$ cat config.mk
export PLATFORM = sky130hd
export DESIGN_NAME = umc_modem
export DESIGN_NICKNAME = d
export VERILOG_FILES = /design/src/umc_pkg.sv /design/src/umc_modem.sv
export VERILOG_INCLUDE_DIRS = /design/src
export SDC_FILE = /design/constraint.sdc
export NUM_CORES = 1
export LEC_CHECK = 0
export ABC_AREA = 1
export BUFFER_PORTS_ARGS = -buffer_cell sky130_fd_sc_hd__buf_2
export CORE_ASPECT_RATIO = 1.5
export CORE_MARGIN = 2
export CORE_UTILIZATION = 55
export DETAILED_ROUTE_END_ITERATION = 8
export PLACE_DENSITY = 0.78
export SYNTH_ARGS = -nofsm -noshare
export SYNTH_HDL_FRONTEND = slang
export SYNTH_SLANG_ARGS = --single-unit
export TNS_END_PERCENT = 100
$ cat constraint.sdc
create_clock -name ref_clk_i -period 1.45 [get_ports ref_clk_i]
set_input_delay 0.29 -clock ref_clk_i [delete_from_list [all_inputs] [get_ports ref_clk_i]]
set_output_delay 0.29 -clock ref_clk_i [all_outputs]
set_load 0.01 [all_outputs]
$ cat src/umc_regs.svh
// register map, field positions and reset values of the modem control block
// assumes: included by the package and by the design module
//
// What this block does
// RULE1: control bit 7 selects divide-by-four prescaler
// RULE2: control bit 6 opens threshold/trigger register access
// RULE3: control bit 5 enables Xon-any
// RULE4: bits 7..5 writable only with feature enable
// RULE5: control bit 4 loops transmit into receive
// RULE6: loopback maps control bits into status 7..4
// RULE7: control bit 3 drives general output, inverted
// RULE8: control bit 2 enables FIFO-ready register
// RULE9: control bit 1 drives RTS, inverted
// RULE10: automatic flow control overrides RTS control bit
// RULE11: control bit 0 drives DTR, inverted
// RULE12: status 7..4 are complemented modem inputs
// RULE13: CD change sets status 3, read clears
// RULE14: RI rising sets status 2, read clears
// RULE15: DSR change sets status 1, read clears
// RULE16: CTS change sets status 0, read clears
// RULE17: modem interrupt only with configuration enable bit 1
// RULE18: modem inputs synchronised before change detection
`ifndef UMC_REGS_SVH
`define UMC_REGS_SVH

// ===========================================================
// register addresses
`define UMC_ADDR_W 3
`define UMC_ADDR_MCR 3'h0
`define UMC_ADDR_MSR 3'h1
`define UMC_ADDR_CFG 3'h2
`define UMC_ADDR_IST 3'h3
`define UMC_ADDR_IMSK 3'h4

// ===========================================================
// modem control fields
`define UMC_MCR_CLKSEL 7
`define UMC_MCR_TCRSEL 6
`define UMC_MCR_XONANY 5
`define UMC_MCR_LOOP 4
`define UMC_MCR_GPO 3
`define UMC_MCR_FRDY 2
`define UMC_MCR_RTS 1
`define UMC_MCR_DTR 0
`define UMC_MCR_PROT_HI 7
`define UMC_MCR_PROT_LO 5

// ===========================================================
// own configuration fields
`define UMC_CFG_W 3
`define UMC_CFG_EFR_WE 0
`define UMC_CFG_IER_MS 1
`define UMC_CFG_AUTORTS 2

// ===========================================================
// line index order: status and delta bit positions
`define UMC_LN_CTS 0
`define UMC_LN_DSR 1
`define UMC_LN_RI 2
`define UMC_LN_CD 3
`define UMC_LN_RX 4
`define UMC_NLN 4
`define UMC_NSYNC 5

// ===========================================================
// reset values
`define UMC_RST_MCR 8'h00
`define UMC_RST_CFG 3'h0
`define UMC_RST_NIB 4'h0
`define UMC_RST_SYNC 5'h1F
`define UMC_RST_LVL 4'hF
`define UMC_RST_CNT 8'h00
`define UMC_RST_BYTE 8'h00
`define UMC_PRESC_DIV 4

`endif

$ cat src/umc_pkg.sv
// state type of the modem control block
// assumes: umc_regs.svh is on the include path
`include "umc_regs.svh"

package umc_pkg;

  // ===========================================================
  // whole state of the block
  typedef struct packed {
    logic [7:0] modem_control;
    logic [`UMC_CFG_W-1:0] cfg;
    logic [`UMC_NLN-1:0] delta;
    logic [`UMC_NLN-1:0] ist;
    logic [`UMC_NLN-1:0] imask;
    logic [`UMC_NSYNC-1:0] meta;
    logic [`UMC_NSYNC-1:0] sync;
    logic [`UMC_NLN-1:0] prev;
    logic [7:0] cnt;
    logic rts_n;
    logic dtr_n;
    logic gpo_n;
    logic baud_en;
    logic tcr_sel;
    logic xon_any;
    logic frdy_en;
    logic loop;
    logic rx;
    logic [7:0] rd_data;
    logic irq;
    logic modem_irq;
  } umc_state_type;

endpackage : umc_pkg

$ cat src/umc_modem.sv
// modem control and modem status logic of one UART channel
// assumes: single clock, plain register port, modem pins asynchronous,
// transmit data and flow-control request come from logic on this clock
`timescale 1ns/1ps
`default_nettype none
`include "umc_regs.svh"

module umc_modem #(
  parameter int PRESCALE_DIV = `UMC_PRESC_DIV
) (
  input wire logic ref_clk_i,
  input wire logic resetn_i,
  // register port
  input wire logic [`UMC_ADDR_W-1:0] addr_i,
  input wire logic [7:0] wr_data_i,
  input wire logic wr_i,
  input wire logic rd_i,
  output logic [7:0] rd_data_o,
  // modem pins, active low
  input wire logic cts_n_i,
  input wire logic dsr_n_i,
  input wire logic ri_n_i,
  input wire logic cd_n_i,
  output logic rts_n_o,
  output logic dtr_n_o,
  output logic general_purpose_out_n_o,
  // serial path
  input wire logic rx_pin_i,
  input wire logic tx_i,
  output logic rx_o,
  // flow control engine
  input wire logic flow_rts_i,
  // controls to the rest of the channel
  output logic baud_clk_en_o,
  output logic threshold_sel_o,
  output logic xon_any_o,
  output logic fifo_rdy_en_o,
  output logic loopback_o,
  // interrupts
  output logic irq_o,
  output logic modem_irq_o
);
  import umc_pkg::*;

  // ===========================================================
  // elaboration checks
  if (PRESCALE_DIV < 2 || PRESCALE_DIV > 256) begin : g_bad_div
    $error("umc_modem: PRESCALE_DIV must lie in 2..256");
  end

  localparam logic [7:0] CNT_LAST = 8'(PRESCALE_DIV - 1);

  // ===========================================================
  // helpers
  function automatic logic [`UMC_NLN-1:0] umc_changed(
    input logic [`UMC_NLN-1:0] now,
    input logic [`UMC_NLN-1:0] old
  );
    logic [`UMC_NLN-1:0] ch;
    ch = now ^ old;
    ch[`UMC_LN_RI] = now[`UMC_LN_RI] & ~old[`UMC_LN_RI];
    return ch;
  endfunction : umc_changed

  function automatic logic [`UMC_NLN-1:0] umc_sticky(
    input logic [`UMC_NLN-1:0] cur,
    input logic [`UMC_NLN-1:0] clr,
    input logic [`UMC_NLN-1:0] set
  );
    return (cur & ~clr) | set;
  endfunction : umc_sticky

  // ===========================================================
  // state
  umc_state_type r;
  umc_state_type next_r;

  logic loop_on;
  logic [`UMC_NLN-1:0] lb_lines;
  logic [`UMC_NLN-1:0] level;
  logic [`UMC_NLN-1:0] active;
  logic [`UMC_NLN-1:0] chg;
  logic [7:0] msr_val;
  logic wr_mcr;
  logic rd_msr;
  logic [`UMC_NLN-1:0] ist_clr;
  logic [7:0] mcr_wr;
  logic cnt_wrap;

  // ===========================================================
  // modem status view
  always_comb begin
    loop_on = r.modem_control[`UMC_MCR_LOOP];
    lb_lines = {r.modem_control[`UMC_MCR_GPO], r.modem_control[`UMC_MCR_FRDY],
                r.modem_control[`UMC_MCR_DTR], r.modem_control[`UMC_MCR_RTS]}; // see RULE6
    if (loop_on) begin
      level = lb_lines;
      active = lb_lines; // see RULE6
    end else begin
      level = r.sync[`UMC_NLN-1:0]; // see RULE18
      active = ~r.sync[`UMC_NLN-1:0]; // see RULE12
    end
    chg = umc_changed(level, r.prev); // see RULE13 RULE14 RULE15 RULE16
    msr_val = {active, r.delta};
  end

  // ===========================================================
  // register port decode
  always_comb begin
    wr_mcr = wr_i && (addr_i == `UMC_ADDR_MCR);
    rd_msr = rd_i && (addr_i == `UMC_ADDR_MSR);
    ist_clr = '0;
    if (wr_i && (addr_i == `UMC_ADDR_IST)) begin
      ist_clr = wr_data_i[`UMC_NLN-1:0];
    end
    mcr_wr = wr_data_i;
    if (!r.cfg[`UMC_CFG_EFR_WE]) begin
      mcr_wr[`UMC_MCR_PROT_HI:`UMC_MCR_PROT_LO] =
        r.modem_control[`UMC_MCR_PROT_HI:`UMC_MCR_PROT_LO]; // see RULE4
    end
    cnt_wrap = (r.cnt == CNT_LAST);
  end

  // ===========================================================
  // next state
  always_comb begin
    next_r = r;

    // pin synchronisers, first stage feeds only the second
    next_r.meta = {rx_pin_i, cd_n_i, ri_n_i, dsr_n_i, cts_n_i}; // see RULE18
    next_r.sync = r.meta; // see RULE18
    next_r.prev = level;

    // control and configuration writes
    if (wr_mcr) begin
      next_r.modem_control = mcr_wr; // see RULE4
    end
    if (wr_i && (addr_i == `UMC_ADDR_CFG)) begin
      next_r.cfg = wr_data_i[`UMC_CFG_W-1:0];
    end
    if (wr_i && (addr_i == `UMC_ADDR_IMSK)) begin
      next_r.imask = wr_data_i[`UMC_NLN-1:0];
    end

    // change flags: a status read or an interrupt status write clears, a new change wins
    next_r.delta = umc_sticky(r.delta, {`UMC_NLN{rd_msr}}, chg); // see RULE13 RULE14 RULE15 RULE16
    next_r.ist = umc_sticky(r.ist, ist_clr, chg);

    // read data, one cycle after the strobe
    next_r.rd_data = `UMC_RST_BYTE;
    if (rd_i) begin
      case (addr_i)
        `UMC_ADDR_MCR: next_r.rd_data = r.modem_control;
        `UMC_ADDR_MSR: next_r.rd_data = msr_val;
        `UMC_ADDR_CFG: next_r.rd_data = 8'({r.cfg});
        `UMC_ADDR_IST: next_r.rd_data = 8'({r.ist});
        `UMC_ADDR_IMSK: next_r.rd_data = 8'({r.imask});
        default: next_r.rd_data = `UMC_RST_BYTE;
      endcase
    end

    // input clock prescaler
    if (r.modem_control[`UMC_MCR_CLKSEL]) begin
      next_r.cnt = cnt_wrap ? `UMC_RST_CNT : r.cnt + 8'h01; // see RULE1
      next_r.baud_en = cnt_wrap; // see RULE1
    end else begin
      next_r.cnt = `UMC_RST_CNT;
      next_r.baud_en = 1'b1; // see RULE1
    end

    // modem outputs
    if (r.cfg[`UMC_CFG_AUTORTS]) begin
      next_r.rts_n = ~flow_rts_i; // see RULE10
    end else begin
      next_r.rts_n = ~r.modem_control[`UMC_MCR_RTS]; // see RULE9
    end
    next_r.dtr_n = ~r.modem_control[`UMC_MCR_DTR]; // see RULE11
    next_r.gpo_n = ~r.modem_control[`UMC_MCR_GPO]; // see RULE7

    // controls to the channel
    next_r.tcr_sel = r.modem_control[`UMC_MCR_TCRSEL]; // see RULE2
    next_r.xon_any = r.modem_control[`UMC_MCR_XONANY]; // see RULE3
    next_r.frdy_en = r.modem_control[`UMC_MCR_FRDY]; // see RULE8
    next_r.loop = loop_on; // see RULE5
    next_r.rx = loop_on ? tx_i : r.sync[`UMC_LN_RX]; // see RULE5

    // interrupts
    next_r.irq = |(r.ist & r.imask);
    next_r.modem_irq = r.cfg[`UMC_CFG_IER_MS] & (|r.delta); // see RULE17
  end

  // ===========================================================
  // state register
  always_ff @(posedge ref_clk_i) begin
    if (!resetn_i) begin
      r.modem_control <= `UMC_RST_MCR;
      r.cfg <= `UMC_RST_CFG;
      r.delta <= `UMC_RST_NIB;
      r.ist <= `UMC_RST_NIB;
      r.imask <= `UMC_RST_NIB;
      r.meta <= `UMC_RST_SYNC;
      r.sync <= `UMC_RST_SYNC;
      r.prev <= `UMC_RST_LVL;
      r.cnt <= `UMC_RST_CNT;
      r.rts_n <= 1'b1;
      r.dtr_n <= 1'b1;
      r.gpo_n <= 1'b1;
      r.baud_en <= 1'b0;
      r.tcr_sel <= 1'b0;
      r.xon_any <= 1'b0;
      r.frdy_en <= 1'b0;
      r.loop <= 1'b0;
      r.rx <= 1'b1;
      r.rd_data <= `UMC_RST_BYTE;
      r.irq <= 1'b0;
      r.modem_irq <= 1'b0;
    end else begin
      r <= next_r;
    end
  end

  // ===========================================================
  // outputs
  assign rd_data_o = r.rd_data;
  assign rts_n_o = r.rts_n;
  assign dtr_n_o = r.dtr_n;
  assign general_purpose_out_n_o = r.gpo_n;
  assign rx_o = r.rx;
  assign baud_clk_en_o = r.baud_en;
  assign threshold_sel_o = r.tcr_sel;
  assign xon_any_o = r.xon_any;
  assign fifo_rdy_en_o = r.frdy_en;
  assign loopback_o = r.loop;
  assign irq_o = r.irq;
  assign modem_irq_o = r.modem_irq;

endmodule : umc_modem

`default_nettype wire

Word-level counts from Yosys, hierarchy flattened
Cells that the tools add are included.
Widths: inputs -> output; s select.
{"block": "totals", "in_bits": 22, "wordCells": 64, "regBits": 64, "out_inout_bits": 19}
{"block": "classes", "reduce_logical": 11, "add_sub_neg": 1, "n_eq_ne": 5, "mux": 7, "bitwise_logic": 18}
{"cell": "$pmux 8 s5", "n": 1}
{"cell": "$and 4x4->4", "n": 3}
{"cell": "$mux 4", "n": 3}
{"cell": "$not 4->4", "n": 3}
{"cell": "$add 8x1->8 const B", "n": 1}
{"cell": "$eq 8x2->1 const B", "n": 1}
{"cell": "$or 4x4->4", "n": 2}
{"cell": "$reduce_or 4->1", "n": 2}
{"cell": "$not 1->1", "n": 7}
{"cell": "$eq 3x2->1 const B", "n": 2}
{"cell": "$logic_and 1x1->1", "n": 5}
{"cell": "$reduce_and 2->1", "n": 2}
{"cell": "$xor 4x4->4", "n": 1}
{"cell": "$eq 3x1->1 const B", "n": 1}
{"cell": "$eq 3x3->1 const B", "n": 1}
{"cell": "$logic_not 3->1", "n": 1}
{"cell": "$mux 1", "n": 3}
{"cell": "$reduce_or 3->1", "n": 1}
{"cell": "$and 1x1->1", "n": 2}

Longest topological paths before layout
Gate-level depths: netlist of the first run.
{"block": "logic_depth", "word_depth": 6, "ltp_mapped": 9, "ltp_nobuf": 8}

Least setup slack after synthesis of the first run
No wires, ideal clock.
{"block": "synth_timing", "path_type": "flip-flop to flip-flop", "start": "register r[19] (netlist name)", "end": "register r[24] (netlist name)", "path_stages_with_launch": 9, "synth_period_minus_slack_ns": 1.209, "path_buffers": 0, "required_ns": 1.341, "setup_slack_ns": 0.241, "setup_time_ns": 0.109, "arrival_time_ns": 1.100, "path_cell_list": "dfxtp_1 ha_1 inv_1 nor2_1 nand2_1 o21bai_2 inv_1 nand2_1 inv_1"}
{"block": "synth_via", "elab_chain_cells": 2}
{"item": "from (decl)", "line_no": "umc_modem.sv:75", "source": "umc_state_type r;"}
{"item": "from (signal assigned)", "line_no": "umc_modem.sv:218", "source": "r <= next_r;"}
{"item": "branches (longest 2 deep; another with $add 8x1->8)"}
Parallel ways; which one is timed is not known.
A chain may end at the register's enable or synchronous reset.

Final worst setup path of the first run
{"block": "layout_timing", "start": "register r[19] (netlist name)", "end": "register r[23] (netlist name)"}
Same word-level chain as after synthesis.

==> results.sh, run 1 <==
export IMPL_multi_input_area_sq_mm=0.00104
export IMPL_cts_setup_buffers=0
export IMPL_final_cells=416
export IMPL_total_leakage_power_nw=1.31
export IMPL_cts_resized=0
export IMPL_antenna_found_initial=0
export IMPL_syn_area_per_cell_sq_um=7.77
export IMPL_grt_util_all_layers_pct=23.1
export IMPL_p_total_mw=3.46
export IMPL_slew_viol_final=0
export IMPL_crit_path_start_kind="register"
export IMPL_syn_area_sq_mm=0.00252
export IMPL_grt_ovfl_total=0
export IMPL_drtAntennaViolNets=0
export IMPL_path_cells="ha_1 -> inv_1 -> nor2_2 -> nand2_2 -> o21bai_4 -> buf_4 -> nor2_1"
export IMPL_muxShareOfSynthArea_pct=0
export IMPL_n_fill_cell=390
export IMPL_wl_per_cell_um=12.8
export IMPL_crit_fanout=6
export IMPL_holdPathStages=2
export IMPL_ioPinCount=41
export IMPL_fin_worst_skew_ns=0.00776
export IMPL_fin_crit_sh_pct=88.9
export IMPL_drive_gt1_share_pct=22.3
export IMPL_rr_worst_depth=7
export IMPL_synth_cells=324
export IMPL_max_cap_violations=0
export IMPL_synth_top_cells_by_count="nand2_1 (93), dfxtp_1 (64), nor2_1 (34), a21oi_1 (25), nand3_1 (25)"
export IMPL_grt_pass1_vias=1935
export IMPL_synth_seq_cells=64
export IMPL_setup_violations=0
export IMPL_ctsHoldBuffers=0
export IMPL_clock_path_buffers=2
export IMPL_synthSimpleGateAreaFrac_pct=31.0
export IMPL_status="completed"
export IMPL_antenna_diode_count=0
export IMPL_cts_max_level=3
export IMPL_grt_pass1_wl_mm=8.64
export IMPL_synthAdderAreaFrac_pct=0.497
export IMPL_clk_latency_ns=0.34
export IMPL_worst_slew_pin_slew_ns=0.310
export IMPL_coreArea_sq_mm=0.00447
export IMPL_grt_max_degree=15
export IMPL_finalSetupTns_ns=0
export IMPL_synth_compound_area_share_pct=7.76
export IMPL_yosys_warnings=0
export IMPL_die_area_sq_mm=0.00514
export IMPL_clkSinkCount=64
export IMPL_fin_crit_ns=1.29
export IMPL_hpwlAfterDp_mm=4.02
export IMPL_floorplan_rows=30
export IMPL_dr_pass1_iters=4
export IMPL_cp_end_kind="register"
export IMPL_fin_nets=388
export IMPL_p_per_area_mw_per_mm2=1180
export IMPL_critical_path_slowest_cell="dfxtp_1"
export IMPL_yosysTopAreaCell="dfxtp_1"
export IMPL_synth_most_common_cell="nand2_1"
export IMPL_synth_xor_xnor_area_share_pct=1.39
export IMPL_hold_viol_final=0
export IMPL_syn_num_nets=347
export IMPL_vias=2162
export IMPL_root_buffer="clkbuf_8"
export IMPL_drt_iter0_drc=96
export IMPL_ys_types=27
export IMPL_timing_worst_setup_path_type="register to register"
export IMPL_place_inst=402
export IMPL_rsz0062_at_grt="false"
export IMPL_gp_congestion=0.887
export IMPL_postPlaceCellArea_sq_mm=0.00273
export IMPL_arrival_ns=1.52
export IMPL_die_w_um=59.2
export IMPL_max_slew_margin_rel_pct=79.3
export IMPL_port_buffer_count=40
export IMPL_critPathMaxStageDelay_ns=0.35
export IMPL_clkSlewWorstSetupHoldPaths_ns=0.06
export IMPL_regArea_sq_mm=0.00128
export IMPL_ys_top_cells_by_area="dfxtp_1 (51%), nand2_1 (14%), nor2_1 (5.1%)"
export IMPL_hp_class="primary input to register"
export IMPL_cts_tree="yes"
export IMPL_routed_wl_mm=5.31
export IMPL_cts_made_buffers=9
export IMPL_syn2layout_area_growth_pct=16.1
export IMPL_synth_ff_type="dfxtp_1"
export IMPL_synth_async_reset_ratio_pct=0
export IMPL_ys_seq_area_share_pct=50.9
export IMPL_whs_ns=0.129
export IMPL_viasPerCell=5.20
export IMPL_fmax_mhz=775
export IMPL_synth_top_family_by_area="simple AND/OR/NAND/NOR gates"
export IMPL_synth_top_area_share_pct=50.9
export IMPL_initial_core_util_pct=56.3
export IMPL_irDropWorstVdd_v=0.000720
export IMPL_synth_edff_count=0
export IMPL_drcViolationCount=0
export IMPL_postLayoutCellArea_sq_mm=0.00292
export IMPL_crit_required_ns=1.68
export IMPL_die_h_um=86.8
critical path, delay by kind of cell (launching register included):
kind,cells,cell delay [ns]
compound gates,1,0.20
simple gates,3,0.24
flops,1,0.35
fa+ha+maj,1,0.18
buf+inv,2,0.21
final cells by class:
cell class	count	share of cell area, %
clock buffers	11	4.50
clock inverters	3	1.54
inverters	25	3.25
multi-input cells	217	35.5
flip-flops and latches	64	43.9
well taps	48	2.06
repair buffers	48	9.34
kinds of logic after synthesis:
| group | Yosys count |
|---|---|
| XOR/XNOR | 4 |
| flip-flops | 64 |
| AO/OA/AOI/OAI | 35 |
| AND/OR/NAND/NOR | 177 |
| adder cells (fa/ha/maj) | 1 |
| buffers and inverters | 43 |
metrics by stage:
stage               util, %  setup WS [ns]
global route           65.4         0.0563
finish                 65.4          0.160
global placement       61.2          0.110
detailed placement     61.2         0.0731
CTS                    65.1         0.0841
floorplan                 -          0.241
registers in the layout, indices dropped and copies added, names as in the netlist, 4 cells and up:
name       flops
lb_lines       4
msr_val        4
next_r         7
r             29
rd_data_o      8
layout by cell type (no fill, tap or decap), drive strengths merged, types with 2 or more instances in the layout:
cell type,count
inv,24
nand2,94
o211ai,4
clkbuf,11
o21ai,4
nand4,6
buf,48
nand3b,3
a21oi,25
or2,10
clkinvlp,2
nor2,37
dfxtp,64
nand3,26
xor2,3
where the power goes:
part	total [mW]	leakage (nW)	switching, mW	internal (mW)
Clock	1.40	0.0815	0.627	0.775
Combinational	0.220	0.708	0.134	0.0865
Sequential	1.84	0.521	0.0300	1.81
final timing paths:
| check | to | start | slack, ns |
|---|---|---|---|
| setup / recovery | r[23] | r[19] | 0.16 |
| hold / removal | next_r[35] | rx_pin_i | 0.13 |
| setup reg to reg | r[23] | r[19] | 0.16 |
| hold reg to reg | r[33] | next_r[33] | 0.41 |
routing by layer:
layer  GRT usage [%]  part of all wire, %
met5               0                    0
met4            13.4                  3.1
met3            7.16                  3.5
met2            40.1                   54
met1            23.6                   39
Power figures use the tool's default switching activity.
==> run 2: changes to the inputs <==
--- a/config.mk
+++ b/config.mk
@@ -12,7 +12,8 @@
 export CORE_MARGIN = 2
 export CORE_UTILIZATION = 55
 export DETAILED_ROUTE_END_ITERATION = 8
-export PLACE_DENSITY = 0.78
+export PLACE_DENSITY = 0.81
+export SLEW_MARGIN = 10
 export SYNTH_ARGS = -nofsm -noshare
 export SYNTH_HDL_FRONTEND = slang
 export SYNTH_SLANG_ARGS = --single-unit
==> run 2 against run 1 <==
  * Global-route usage rose by 0.61 points
  * Via count fell by 0.46%
  * Combinational power about the same
  * Critical path depth grew 1
  * Worst setup slack worse by 0.0096 ns
  * Clock power rose by 36%
  * Cell area grew 2.8%
  * Power is 15% higher
  * Sequential power about the same
  * Sequential share of layout area decreased by 1.2 points
  * Largest cell class unchanged
==> results.sh, run 2 (synthesized netlist as in run 1, its figures left out) <==
export IMPL_slew_viol_final=0
export IMPL_grt_pass1_vias=2034
export IMPL_cp_end_kind="register"
export IMPL_reg2reg_from="r[19]"
export IMPL_clock_path_buffers=2
export IMPL_dr_pass1_iters=4
export IMPL_hold_viol_final=0
export IMPL_total_leakage_power_nw=1.36
export IMPL_clk_latency_ns=0.35
export IMPL_antenna_diode_count=0
export IMPL_grt_pass1_wl_mm=8.95
export IMPL_min_delay_worst_endpoint="rts_n_o"
export IMPL_n_fill_cell=376
export IMPL_viasPerCell=5.11
export IMPL_cts_max_level=3
export IMPL_die_w_um=59.2
export IMPL_die_h_um=86.8
export IMPL_setup_violations=0
export IMPL_clkSlewWorstSetupHoldPaths_ns=0.07
export IMPL_hp_class="primary input to register"
export IMPL_grt_util_all_layers_pct=23.7
export IMPL_irDropWorstVdd_v=0.00117
export IMPL_die_area_sq_mm=0.00514
export IMPL_crit_required_ns=1.70
export IMPL_coreArea_sq_mm=0.00447
export IMPL_root_buffer="clkbuf_8"
export IMPL_hp_start="flow_rts_i"
export IMPL_initial_core_util_pct=56.3
export IMPL_antenna_found_initial=0
export IMPL_grt_max_degree=20
export IMPL_cts_setup_buffers=0
export IMPL_grt_ovfl_total=0
export IMPL_fin_crit_sh_pct=89.6
export IMPL_gp_congestion=0.901
export IMPL_fin_worst_skew_ns=0.00593
export IMPL_ioPinCount=41
export IMPL_holdPathStages=2
export IMPL_final_common_cell="nand2_1"
export IMPL_timing_worst_setup_path_type="register to register"
export IMPL_most_common_layout_cells="nand2_1 (93), dfxtp_1 (64), buf_2 (40), nor2_1 (34)"
export IMPL_syn2layout_area_growth_pct=19.3
export IMPL_fin_nets=391
export IMPL_arrival_ns=1.55
export IMPL_drcViolationCount=0
export IMPL_worst_slew_pin_slew_ns=0.558
export IMPL_vias=2152
export IMPL_whs_ns=0.121
export IMPL_drive_gt1_share_pct=23.3
export IMPL_rsz0062_at_grt="false"
export IMPL_r2r_setup_slack_ns=0.15
export IMPL_wl_per_cell_um=12.8
export IMPL_fin_crit_ns=1.30
export IMPL_p_per_area_mw_per_mm2=1320
export IMPL_rr_worst_depth=8
export IMPL_r2r_end="r[24]"
export IMPL_port_buffer_count=40
export IMPL_max_cap_violations=0
export IMPL_fmax_mhz=770
export IMPL_max_slew_margin_rel_pct=62.8
export IMPL_crit_path_start_kind="register"
export IMPL_crit_fanout=8
export IMPL_final_util_pct=67.2
export IMPL_routed_wl_mm=5.41
export IMPL_drtAntennaViolNets=0
export IMPL_cts_tree="yes"
export IMPL_hpwlAfterDp_mm=3.89
export IMPL_clkSinkCount=64
export IMPL_floorplan_rows=30
export IMPL_finalSetupTns_ns=0
export IMPL_largest_register="r"
export IMPL_largest_reg_flops=29
export IMPL_status="completed"
export IMPL_drt_iter0_drc=113
export IMPL_cts_made_buffers=9
[run 2: timing repair]
| action | in CTS | in global routing |
|---|---|---|
| setup endpoints to repair | 0 | 1 |
| resized for setup | 0 | 1 |
| hold buffers | 0 | 0 |
[run 2: power by group]
part	switching, mW	internal (mW)
clock	0.711	1.20
combinational	0.135	0.0876
sequential	0.0305	1.81
total	0.877	3.09
[run 2: worst max-delay path: stages, from the launching register on]
cell,delay [ns]
dfxtp_1,0.35
ha_1,0.17
inv_1,0.05
nor2_1,0.11
nand2_1,0.13
o21bai_4,0.23
inv_1,0.06
nand2_1,0.06
inv_1,0.03
[run 2: routing by layer]
| layer | global-route usage, % | vias to the layer above | wire, um |
|---|---|---|---|
| met2 | 39.9 | 58 | 2790 |
| met1 | 25.4 | 960 | 2180 |
| met4 | 13.8 | 0 | 163 |
| met5 | 0 | - | 0 |
| li1 | - | 1121 | - |
| met3 | 7.46 | 13 | 274 |
[run 2: area by class of cell]
| type | count | area, sq um | area share (%) |
|---|---|---|---|
| flip-flops and latches | 64 | 1280 | 42.7 |
| well taps | 48 | 60.1 | 2.00 |
| repair buffers | 51 | 283 | 9.42 |
| clock buffers | 10 | 138 | 4.58 |
| clock inverters | 6 | 115 | 3.83 |
| multi-input cells | 217 | 1030 | 34.3 |
| inverters | 25 | 95.1 | 3.17 |
[run 2: per-stage QoR]
stage          instances  power (mW)  setup WS [ns]  instance area [sq um]
2_1_floorplan        324        2.01          0.241                   2520
3_3_place_gp         405        2.09          0.157                   2740
3_5_place_dp         405        2.10          0.105                   2740
4_1_cts              421        4.00         0.0941                   3000
5_1_grt              421        4.10        0.00690                   3000
6_report             421        3.97          0.151                   3000
[run 2: how the worst max path moves through the flow]
stage                          from  slack (ns)         end  cells past startpoint
after global routing          r[19]       0.007       r[24]                      8
final                         r[19]        0.15       r[24]                      8
after CTS                     r[19]        0.09       r[24]                      8
after floorplan               r[19]        0.24       r[24]                      8
after detailed placement  addr_i[0]        0.11  next_r[13]                      7
after global placement        r[19]        0.16       r[24]                      8
